<file path="config.mk">
export PLATFORM = sky130hd
export DESIGN_NAME = ioc_top
export DESIGN_NICKNAME = d
export VERILOG_FILES = /design/src/ioc_pkg.sv /design/src/ioc_top.sv /design/src/ioc_sync.sv
export SDC_FILE = /design/constraint.sdc
export NUM_CORES = 1
export LEC_CHECK = 0
export ABC_CLOCK_PERIOD_IN_PS = 19200
export BUFFER_PORTS_ARGS = -buffer_cell sky130_fd_sc_hd__buf_2
export CORE_UTILIZATION = 50
export DETAILED_ROUTE_END_ITERATION = 8
export PLACE_DENSITY_LB_ADDON = 0.3
export SYNTH_ARGS = -nofsm -noshare
export SYNTH_HDL_FRONTEND = slang
export SYNTH_SLANG_ARGS = --single-unit
</file>
<file path="constraint.sdc">
create_clock -name clock -period 19.2 [get_ports clock]
set_input_delay 1.92 -clock clock [delete_from_list [all_inputs] [get_ports clock]]
set_output_delay 1.92 -clock clock [all_outputs]
set_load 0.01 [all_outputs]
</file>
<file path="src/ioc_pkg.sv">
// constants shared by the digital i/o, event counter and status lamp block
// assumes a single 40 MHz clock and a 32-bit classic wishbone register bus
package ioc_pkg;

	localparam int unsigned CLK_HZ          = 40_000_000;
	localparam int unsigned BLINK_HALF_MS   = 100;
	localparam int unsigned BLINK_HALF_CYC  = CLK_HZ / 1000 * BLINK_HALF_MS;
	localparam int unsigned CNT_MAX_HZ      = 1_000_000;
	localparam int unsigned CNT_MIN_PULSE_NS = 500;
	localparam int unsigned CNT_MIN_PULSE_CYC = (CNT_MIN_PULSE_NS * (CLK_HZ / 1_000_000)) / 1000;

	localparam int unsigned LINE_W   = 24;
	localparam int unsigned GROUP_N  = 4;
	localparam int unsigned COUNT_W  = 32;
	localparam int unsigned ADR_W    = 8;
	localparam int unsigned SYNC_N   = 2;

	// register byte offsets
	localparam logic [7:0] OFF_DIR    = 8'h00;
	localparam logic [7:0] OFF_OUT    = 8'h04;
	localparam logic [7:0] OFF_IN     = 8'h08;
	localparam logic [7:0] OFF_COUNT  = 8'h0C;
	localparam logic [7:0] OFF_STATUS = 8'h10;

	// direction group bits in the direction register, 1 = output
	localparam int unsigned DIR_A   = 0;
	localparam int unsigned DIR_B   = 1;
	localparam int unsigned DIR_CLO = 2;
	localparam int unsigned DIR_CHI = 3;

	// status register fields
	localparam int unsigned ST_ATTACHED = 0;
	localparam int unsigned ST_COMM     = 1;
	localparam int unsigned ST_XFER     = 2;
	localparam int unsigned ST_LAMP     = 3;
	localparam int unsigned ST_STATE_LO = 4;

	localparam logic [3:0]  DIR_RESET   = 4'h0;
	localparam logic [23:0] OUT_RESET   = 24'h00_0000;
	localparam logic [31:0] COUNT_RESET = 32'h0000_0000;
	localparam logic [31:0] DATA_ZERO   = 32'h0000_0000;

	// half periods spent in the flash phase: six toggles give three flashes,
	// the seventh half period is the dark gap before the normal indication
	localparam logic [2:0] FLASH_TICKS = 3'h7;

	typedef enum logic [1:0] {
		LAMP_DARK  = 2'b00,
		LAMP_WAIT  = 2'b01,
		LAMP_FLASH = 2'b10,
		LAMP_RUN   = 2'b11
	} ioc_lamp_e;

endpackage

</file>
<file path="src/ioc_top.sv">
// digital i/o block: 24 lines in four direction groups, 32-bit event
// counter and link status lamp, registers on a classic wishbone slave
// assumes link status inputs come from logic on the same clock
//
// Contract
// - lamp steadily lit while attached and no transfer is running
// - lamp blinks continuously while transfers with the host run
// - lamp flashes exactly three times when communication is first established
// - lamp indication cannot be switched off by any setting
// - twenty four lines in three eight-bit ports A, B, C
// - direction is chosen per port, per half for port C, and applied to every line of it
// - input port reports high level as 1 and ground as 0
// - one 32-bit event counter fed by the counter input pin
// - counter adds one per rising edge, ignores falling edges
// - no count is lost for input signals up to 1 MHz
// - after reset every line is input with drivers off
// - port C splits into two four-bit halves with own directions
//
// The Wishbone slave port and the placing of the registers are this design's own decisions.
`timescale 1ns/10ps
module ioc_top
	import ioc_pkg::*;
#(
	parameter int unsigned BLINK_HALF_CYCLES = BLINK_HALF_CYC
) (
	input  wire logic          clock,
	input  wire logic          reset,
	input  wire logic          wb_cyc_i,
	input  wire logic          wb_stb_i,
	input  wire logic          wb_we_i,
	input  wire logic [7:0]    wb_adr_i,
	input  wire logic [3:0]    wb_sel_i,
	input  wire logic [31:0]   wb_dat_i,
	output logic      [31:0]   wb_dat_o,
	output logic               wb_ack_o,
	input  wire logic [23:0]   general_digital_line_i,
	output logic      [23:0]   general_digital_line_o,
	output logic      [23:0]   general_digital_line_oe_n,
	input  wire logic          event_count_input,
	input  wire logic          host_attached,
	input  wire logic          comm_up,
	input  wire logic          xfer_active,
	output logic               status_lamp
);

	////////////////////////////////////////////////////////////////////////
	// helpers

	function automatic logic reg_hit(input logic [7:0] adr, input logic [7:0] off);
		reg_hit = (adr[7:2] == off[7:2]);
	endfunction

	// which direction group a line belongs to
	function automatic int unsigned group_of(input int unsigned line);
		if (line < 8)
			group_of = DIR_A;
		else if (line < 16)
			group_of = DIR_B;
		else if (line < 20)
			group_of = DIR_CLO;
		else
			group_of = DIR_CHI;
	endfunction

	function automatic logic [31:0] lane_merge(input logic [31:0] old_v,
	                                           input logic [31:0] new_v,
	                                           input logic [3:0]  sel);
		logic [31:0] m;
		m = {{8{sel[3]}}, {8{sel[2]}}, {8{sel[1]}}, {8{sel[0]}}};
		lane_merge = (new_v & m) | (old_v & ~m);
	endfunction

	////////////////////////////////////////////////////////////////////////
	// declarations

	logic [3:0]        dir_q;
	logic [23:0]       out_q;
	logic [31:0]       count_q;
	logic [31:0]       count_d;
	logic [23:0]       line_sync;
	logic              cnt_sync;
	logic              cnt_prev_q;
	logic              cnt_rise;
	logic              bus_req;
	logic              bus_wr;
	logic [31:0]       rd_d;
	logic [31:0]       half_cnt_q;
	logic              tick;
	logic [2:0]        flash_cnt_q;
	ioc_lamp_e         lamp_state_q;
	ioc_lamp_e         lamp_state_d;
	logic              lamp_q;

	////////////////////////////////////////////////////////////////////////
	// pin synchronisers

	ioc_sync #(.WIDTH(LINE_W)) u_line_sync (
		.clock (clock),
		.reset (reset),
		.pin   (general_digital_line_i),
		.level (line_sync)
	);

	ioc_sync #(.WIDTH(1)) u_cnt_sync (
		.clock (clock),
		.reset (reset),
		.pin   (event_count_input),
		.level (cnt_sync)
	);

	////////////////////////////////////////////////////////////////////////
	// wishbone slave: one wait state, ack for one cycle, unmapped reads zero

	assign bus_req = wb_cyc_i & wb_stb_i & ~wb_ack_o;
	assign bus_wr  = bus_req & wb_we_i;

	always_ff @(posedge clock or posedge reset) begin
		if (reset)
			wb_ack_o <= 1'b0;
		else
			wb_ack_o <= bus_req;
	end

	always_comb begin
		rd_d = DATA_ZERO;
		if (reg_hit(wb_adr_i, OFF_DIR))
			rd_d[3:0] = dir_q;
		else if (reg_hit(wb_adr_i, OFF_OUT))
			rd_d[23:0] = out_q;
		else if (reg_hit(wb_adr_i, OFF_IN))
			rd_d[23:0] = line_sync;
		else if (reg_hit(wb_adr_i, OFF_COUNT))
			rd_d = count_q;
		else if (reg_hit(wb_adr_i, OFF_STATUS)) begin
			rd_d[ST_ATTACHED] = host_attached;
			rd_d[ST_COMM] = comm_up;
			rd_d[ST_XFER] = xfer_active;
			rd_d[ST_LAMP] = lamp_q;
			rd_d[ST_STATE_LO +: 2] = lamp_state_q;
		end
	end

	always_ff @(posedge clock or posedge reset) begin
		if (reset)
			wb_dat_o <= DATA_ZERO;
		else if (bus_req && !wb_we_i)
			wb_dat_o <= rd_d;
		else
			wb_dat_o <= DATA_ZERO;
	end

	////////////////////////////////////////////////////////////////////////
	// direction and output data

	logic [31:0] dir_merge;
	logic [31:0] out_merge;
	assign dir_merge = lane_merge({28'h000_0000, dir_q}, wb_dat_i, wb_sel_i);
	assign out_merge = lane_merge({8'h00, out_q}, wb_dat_i, wb_sel_i);

	// one bit per group, so port C halves are set independently
	always_ff @(posedge clock or posedge reset) begin
		if (reset)
			dir_q <= DIR_RESET;
		else if (bus_wr && reg_hit(wb_adr_i, OFF_DIR))
			dir_q <= dir_merge[3:0];
	end

	always_ff @(posedge clock or posedge reset) begin
		if (reset)
			out_q <= OUT_RESET;
		else if (bus_wr && reg_hit(wb_adr_i, OFF_OUT))
			out_q <= out_merge[23:0];
	end

	always_ff @(posedge clock or posedge reset) begin
		if (reset)
			general_digital_line_o <= OUT_RESET;
		else
			general_digital_line_o <= out_q;
	end

	// enables are active low; every line of a group follows its bit
	for (genvar i = 0; i < LINE_W; i++) begin : g_oe
		always_ff @(posedge clock or posedge reset) begin
			if (reset)
				general_digital_line_oe_n[i] <= 1'b1;
			else
				general_digital_line_oe_n[i] <= ~dir_q[group_of(i)];
		end
	end

	////////////////////////////////////////////////////////////////////////
	// event counter: a 500 ns pulse spans 20 clocks, far above the two
	// cycles the synchroniser and edge detector need, so 1 MHz is safe

	always_ff @(posedge clock or posedge reset) begin
		if (reset)
			cnt_prev_q <= 1'b0;
		else
			cnt_prev_q <= cnt_sync;
	end

	assign cnt_rise = cnt_sync & ~cnt_prev_q;

	// a write clears, but an edge in the same cycle still counts
	always_comb begin
		count_d = count_q;
		if (bus_wr && reg_hit(wb_adr_i, OFF_COUNT))
			count_d = COUNT_RESET;
		if (cnt_rise)
			count_d = count_d + 32'h0000_0001;
	end

	always_ff @(posedge clock or posedge reset) begin
		if (reset)
			count_q <= COUNT_RESET;
		else
			count_q <= count_d;
	end

	////////////////////////////////////////////////////////////////////////
	// status lamp: no register touches it, so it cannot be disabled

	always_ff @(posedge clock or posedge reset) begin
		if (reset)
			half_cnt_q <= 32'h0000_0000;
		else if (lamp_state_q != LAMP_FLASH && lamp_state_d == LAMP_FLASH)
			half_cnt_q <= 32'h0000_0000;
		else if (half_cnt_q == 32'(BLINK_HALF_CYCLES - 1))
			half_cnt_q <= 32'h0000_0000;
		else
			half_cnt_q <= half_cnt_q + 32'h0000_0001;
	end

	assign tick = (half_cnt_q == 32'(BLINK_HALF_CYCLES - 1));

	always_comb begin
		lamp_state_d = lamp_state_q;
		case (lamp_state_q)
			LAMP_DARK: begin
				if (host_attached)
					lamp_state_d = LAMP_WAIT;
			end
			LAMP_WAIT: begin
				if (comm_up)
					lamp_state_d = LAMP_FLASH;
			end
			LAMP_FLASH: begin
				if (tick && flash_cnt_q == FLASH_TICKS - 3'h1)
					lamp_state_d = LAMP_RUN;
			end
			LAMP_RUN: begin
				lamp_state_d = LAMP_RUN;
			end
			default: begin
				lamp_state_d = LAMP_DARK;
			end
		endcase
		if (!host_attached)
			lamp_state_d = LAMP_DARK;
	end

	always_ff @(posedge clock or posedge reset) begin
		if (reset)
			lamp_state_q <= LAMP_DARK;
		else
			lamp_state_q <= lamp_state_d;
	end

	always_ff @(posedge clock or posedge reset) begin
		if (reset)
			flash_cnt_q <= 3'h0;
		else if (lamp_state_q != LAMP_FLASH)
			flash_cnt_q <= 3'h0;
		else if (tick)
			flash_cnt_q <= flash_cnt_q + 3'h1;
	end

	always_ff @(posedge clock or posedge reset) begin
		if (reset)
			lamp_q <= 1'b0;
		else begin
			case (lamp_state_d)
				LAMP_DARK:
					lamp_q <= 1'b0;
				LAMP_WAIT:
					lamp_q <= 1'b1;
				LAMP_FLASH: begin
					if (lamp_state_q != LAMP_FLASH)
						lamp_q <= 1'b0;
					else if (tick)
						lamp_q <= ~lamp_q;
				end
				LAMP_RUN: begin
					if (!xfer_active)
						lamp_q <= 1'b1;
					else if (tick)
						lamp_q <= ~lamp_q;
				end
				default:
					lamp_q <= 1'b0;
			endcase
		end
	end

	assign status_lamp = lamp_q;
endmodule

</file>
<file path="src/ioc_sync.sv">
// multi-bit two stage synchroniser for asynchronous pin inputs
// assumes each bit is independent; no bus coherence is implied
`timescale 1ns/10ps
module ioc_sync
	import ioc_pkg::*;
#(
	parameter int unsigned WIDTH = 1
) (
	input  wire logic             clock,
	input  wire logic             reset,
	input  wire logic [WIDTH-1:0] pin,
	output logic      [WIDTH-1:0] level
);

	logic [WIDTH-1:0] meta_q;

	// meta_q is read only by the second stage
	always_ff @(posedge clock or posedge reset) begin
		if (reset) begin
			meta_q <= '0;
			level  <= '0;
		end else begin
			meta_q <= pin;
			level  <= meta_q;
		end
	end

endmodule

</file>
==> summary.md, run 1 <==
| Metric | Value |
|---|---|
| Status | `finished, final reports clean` |
| Routed Antenna Nets | `0` |
| Placement Cell Area | `0.00938 sq mm` |
| Number of enable flip-flop cells after synthesis | `0` |
| Worst IR Drop VDD | `0.0713 mV` |
| Commonest non-fill, non-tap cell in the layout | `dfrtp_1` |
| Final Hold Fails | `0` |
| Final Cycle Share | `24.7%` |
| Yosys cell types | `44` |
| Worst setup path class | `in -> reg` |
| CTS Buf Count | `22` |
| GRT Util Overall | `20.3%` |
| Number of global-route vias before repair | `5,936` |
| Worst EP arrival | `5130 ps` |
| Clock skew | `10.0 ps` |
| Tmin final | `4750 ps` |
| Startpoint Class | `input port` |
| Most frequent cells in the layout | `dfrtp_1, buf_2, nand2_1, nor2_1, a21oi_1` |
| DRC Markers | `0` |
| Worst Hold Class | `reg -> reg` |
| Syn avg cell area | `11.5 sq um` |
| Vias | `6,116` |
| Peak Freq | `211 MHz` |
| Die area | `0.0178 sq mm` |
| Sequential-to-total area share from yosys stat | `61.0%` |
| Metal3 WL | `1010 um` |
| Skew-Pair Late Insertion Delay | `500 ps` |
| Syn Inst Count | `752` |
| Slew HR | `24.3%` |
| Max FO, Critical Path | `21` |
| Placeable Area | `0.0167 sq mm` |
| Die Y | `133 um` |
| Final HPWL DP | `11,700 um` |
| Max-cap viol count | `0` |
| WL met2 | `8710 um` |
| First-pass GRT wire length | `29,300 um` |
| Max-slew violation count | `0` |
| Initial DRT Pass Iterations | `5` |
| # IOs | `159` |
| Async set or reset register ratio after synthesis | `100%` |
| Non-filler instance count after layout | `1,109` |
| Initial Util | `51.6%` |
| PwrDens | `95.6 mW/mm^2` |
| Row cnt | `47` |
| DR WL/cell | `16.1 um` |
| Max Buffers Root-to-Sink | `3` |
| Filler cells | `1,379` |
| Total grt overflow | `0` |
| Placed Cells | `1,071` |
| GPL Wtd Cong | `0.784` |
| Crit. End Element | `flip-flop` |
| Reg2Reg Depth | `8` |
| Finished Cell Area | `0.0101 sq mm` |
| P_leak | `4.62 nW` |
| Prevailing post-synth register cell | `dfrtp_1` |
| CTS resizes | `0` |
| WL met1 | `7800 um` |
| Syn nets | `833` |
| Number of H-tree levels | `1` |
| Area delta synth->final | `16.8%` |
| Post-CTS Setup Bufs | `0` |
| Post-Syn Area | `0.00862 sq mm` |
| Worst Path Required | `19,590 ps` |
| CTS tree | `yes` |
| Nets | `956` |
| Unrepaired setup endpoints after global routing | `false` |
| CTS Hold Bufs | `0` |
| Final setup viols | `0` |
| Hold Crit Depth | `0` |
| Ys Warns | `0` |
| Highest metal used | `met4` |
| Buffers on Ports | `147` |
| WL final | `17,900 um` |
| Detailed Route Iter0 Violations | `339` |
| Clk sinks | `210` |
| Slew @ Worst Pin | `1130 ps` |
| Setup_tns | `0 ps` |
| Diode count | `0` |
| Initial antenna violation count | `0` |
| Via density | `5.51` |
| Clock root cell | `clkbuf_16` |
| Largest net degree at the start of global routing | `143` |
| Layout cells sized above 1 | `25.8%` |
| Yosys reg bits | `210` |
| Clock-pin slew on the worst setup and hold paths | `60 ps` |
| Die Wd | `133 um` |
## through the flow
| step | setup WS (ps) | utilization, % | hold WS, ps | power (mW) |
|---|---|---|---|---|
| floorplan | 11550 | - | 331 | 0.540 |
| global placement | 13980 | 56.2 | 332 | 0.562 |
| detailed placement | 13930 | 56.2 | 335 | 0.566 |
| CTS | 14450 | 60.3 | 334 | 0.973 |
| global route | 14230 | 60.3 | 348 | 1.00 |
| finish | 14450 | 60.3 | 345 | 0.963 |
## per-layer routing
layer | GRT usage [%] | vias to the layer above
met1 | 27.2 | 3015
met3 | 4.34 | 29
li1 | - | 2901
met2 | 34.0 | 171
met5 | 0 | -
met4 | 4.73 | 0
## worst paths after layout
check | startpoint | end | slack [ps]
hold / removal | u_line_sync.meta_q[23] | u_line_sync.level[23] | 340
setup reg to reg | wb_ack_o | count_q[26] | 15590
setup / recovery | wb_cyc_i | count_q[26] | 14450
min in group asynchronous | reset | half_cnt_q[20] | 1580
hold reg to reg | u_line_sync.meta_q[23] | u_line_sync.level[23] | 340
max in group asynchronous | reset | count_q[12] | 16140
## cells by family (layout without fill, tap and decap cells)
logic type / Yosys count / after routing / synth area share, %
fa+ha+maj: 4 / 4 / 0.581
compound gates: 102 / 102 / 7.13
flops: 210 / 210 / 61.0
mux: 40 / 40 / 5.08
simple gates: 306 / 306 / 19.7
buf+inv: 67 / 204 / 4.14
xor+xnor: 23 / 23 / 2.34
## layout make-up
cell class	instances	area (sq um)	area share, %
Clock buffer	28	604	6.00
Sequential cell	210	5260	52.2
Timing Repair Buffer	151	766	7.60
Inverter	15	63.8	0.634
Clock inverter	10	86.3	0.857
Multi-Input combinational cell	475	3020	29.9
Tap cell	220	275	2.73
## critical path, cell delays in order
cell	delay, ps
buf_2	100
and4b_1	340
nand4_1	670
and2_1	270
ha_1	200
nand4b_1	230
or3_1	640
nor4_1	390
mux2_2	380
## Yosys cell counts, types with 3 or more instances
master | count | share of area, %
nor2_1 | 46 | 2.0
nor4_1 | 19 | 1.4
nand4b_1 | 3 | 0.30
mux2i_1 | 10 | 1.2
dfrtp_1 | 206 | 60
o31ai_1 | 10 | 0.87
nor3_1 | 30 | 1.7
a21oi_1 | 33 | 1.9
nand3b_1 | 3 | 0.26
buf_2 | 9 | 0.52
mux2_2 | 30 | 3.9
o2bb2ai_1 | 6 | 0.61
or3_1 | 22 | 1.6
o21ai_0 | 29 | 1.7
nor4b_1 | 3 | 0.30
nand4_1 | 18 | 1.3
nand2_1 | 47 | 2.0
nand3_2 | 4 | 0.46
nand2b_1 | 32 | 2.3
ha_1 | 4 | 0.58
xnor2_1 | 15 | 1.5
a22oi_1 | 17 | 1.5
clkbuf_1 | 18 | 0.78
and3_1 | 6 | 0.44
nand3_1 | 31 | 1.8
or4_1 | 13 | 1.1
dfstp_2 | 4 | 1.2
inv_1 | 15 | 0.65
and4_1 | 10 | 1.0
xor2_1 | 8 | 0.81
and2_1 | 11 | 0.80
buf_4 | 21 | 1.8
a31oi_1 | 4 | 0.29
## report_power, final
group          leakage (nW)  switching, mW  total [mW]  internal (mW)
Sequential             2.74         0.0233       0.489          0.466
Clock                 0.334          0.169       0.405          0.236
Combinational          1.55         0.0397      0.0684         0.0287
Total                  4.62          0.232       0.963          0.731
Note: power is estimated with default switching activity, not from simulation.
==> run 2, diff against run 1 <==
ABC_CLOCK_PERIOD_IN_PS = 4100   (was 19200)
clock period = 4.1 ns   (was 19.2 ns; I/O delays follow)
==> summary.md, run 2 (same netlist as run 1, synthesis figures left out) <==
| Metric | Value |
|---|---|
| Max-cap viol count | `0` |
| Row cnt | `47` |
| Die area | `0.0178 sq mm` |
| CTS Buf Count | `23` |
| Final HPWL DP | `11,700 um` |
| Area delta synth->final | `19.5%` |
| Die Y | `133 um` |
| Final Hold Fails | `0` |
| Clock skew | `7.76 ps` |
| Status | `finished, final reports clean` |
| Max-slew violation count | `0` |
| Number of global-route vias before repair | `6,010` |
| First-pass GRT wire length | `29,700 um` |
| Max FO, Critical Path | `21` |
| Number of H-tree levels | `1` |
| Final Cycle Share | `79.7%` |
| Skew-Pair Late Insertion Delay | `500 ps` |
| Initial antenna violation count | `0` |
| Initial Util | `51.6%` |
| Total grt overflow | `0` |
| Placeable Area | `0.0167 sq mm` |
| Tmin final | `3270 ps` |
| Finished Cell Area | `0.0103 sq mm` |
| Largest net degree at the start of global routing | `111` |
| Slew HR | `32.0%` |
| Filler cells | `1,336` |
| Peak Freq | `306 MHz` |
| Vias | `6,170` |
| Slew @ Worst Pin | `1010 ps` |
| Routing usage on met1 | `27.6%` |
| Unrepaired setup endpoints after global routing | `false` |
| GRT Util Overall | `20.6%` |
| Worst IR Drop VDD | `0.310 mV` |
| Busiest grt layer | `met2` |
| Initial DRT Pass Iterations | `5` |
| Clk sinks | `210` |
| GR Layer Usage met2 | `34.9%` |
| Reg area | `0.00526 sq mm` |
| Nets | `979` |
| P_leak | `4.73 nW` |
| GPL Wtd Cong | `0.800` |
| Most frequent cells in the layout | `dfrtp_1, buf_2, nand2_1, nor2_1, a21oi_1` |
| # IOs | `159` |
| Worst Hold Class | `in -> reg` |
| Diode count | `0` |
| Startpoint Class | `flip-flop` |
| DR WL/cell | `15.8 um` |
| WL final | `17,900 um` |
| CTS tree | `yes` |
| Commonest non-fill, non-tap cell in the layout | `dfrtp_1` |
| Placed Cells | `1,076` |
| Setup_tns | `0 ps` |
| Routed Antenna Nets | `0` |
| Via density | `5.45` |
| Buffers on Ports | `147` |
| Detailed Route Iter0 Violations | `403` |
| Clock root cell | `clkbuf_16` |
| Worst Path Required | `4490 ps` |
| Clock-pin slew on the worst setup and hold paths | `60 ps` |
| Multi-input gate area | `0.00302 sq mm` |
| Layout cells sized above 1 | `25.4%` |
| Max Buffers Root-to-Sink | `3` |
| Worst EP arrival | `3650 ps` |
| Crit. End Element | `flip-flop` |
| M3 GR Usage | `3.96%` |
| Placement Cell Area | `0.00943 sq mm` |
| Worst setup path class | `reg -> reg` |
| PwrDens | `440 mW/mm^2` |
| Non-filler instance count after layout | `1,133` |
| Final setup viols | `0` |
| DRC Markers | `0` |
| Die Wd | `133 um` |
==> run 2: cell count changes in the layout (fill, tap and decap cells not counted), sizes merged <==
cell | previous run | this run
dlygate4sd3 | 0 | 17
buf | 151 | 156
clkinvlp | 3 | 1
clkinv | 6 | 3
bufinv | 1 | 0
clkbuf | 28 | 36
==> run 2: timing repair <==
action	CTS	global route
hold endpoints to repair	39	0
setup endpoints to repair	0	0
hold buffers	17	0
buffers inserted	0	0
resized for setup	0	0
==> run 2: path summary, 6_finish.rpt <==
kind | from | end | slack, ps | depth (start not counted)
max in group asynchronous | reset | async pin | 2620 | 4
min | event_count_input | u_cnt_sync.meta_q | 20 | 1
max | wb_ack_o | count_q[26] | 830 | 9
max reg2reg | wb_ack_o | count_q[26] | 830 | 9
min reg2reg | u_line_sync.meta_q[9] | u_line_sync.level[9] | 350 | 0
min in group asynchronous | reset | wb_dat_o[24] | 530 | 3
==> run 2: power by group <==
part           internal (mW)  switching, mW  leakage [nW]  total, mW
registers               2.18          0.109          2.74       2.29
clock network           1.13          0.776         0.345       1.90
logic                  0.149          0.188          1.64      0.337
==> run 2: final cells by class <==
cell class | instances | share of cell area (%)
multi-input cells | 475 | 29.3
clock buffers | 36 | 6.55
clock inverters | 4 | 0.267
inverters | 15 | 0.583
flip-flops and latches | 210 | 51.1
well taps | 220 | 2.67
repair buffers | 173 | 9.57
==> run 2: critical path, stage by stage, from the launching register on <==
cell	delay, ps
dfrtp_1	370
and4b_1	330
nand4_1	170
buf_4	250
and2_1	200
ha_1	210
nand4b_1	230
or3_1	630
nor4_1	390
mux2_2	370
==> run 2: metal layers <==
| layer | vias to the layer above | routed length [um] |
|---|---|---|
| li1 | 2956 | - |
| met1 | 3017 | 7840 |
| met2 | 172 | 8780 |
| met3 | 25 | 969 |
| met4 | 0 | 313 |
| met5 | - | 0 |
==> run 2: per-stage QoR <==
stage | total power [mW] | util, % | hold WS (ps) | worst slack [ps]
floorplan | 2.53 | - | 331 | 965
global placement | 2.64 | 56.4 | 331 | 776
detailed placement | 2.65 | 56.4 | 335 | 705
CTS | 4.57 | 61.7 | 0.808 | 825
global route | 4.72 | 61.7 | 0.915 | 635
finish | 4.53 | 61.7 | 18.9 | 833
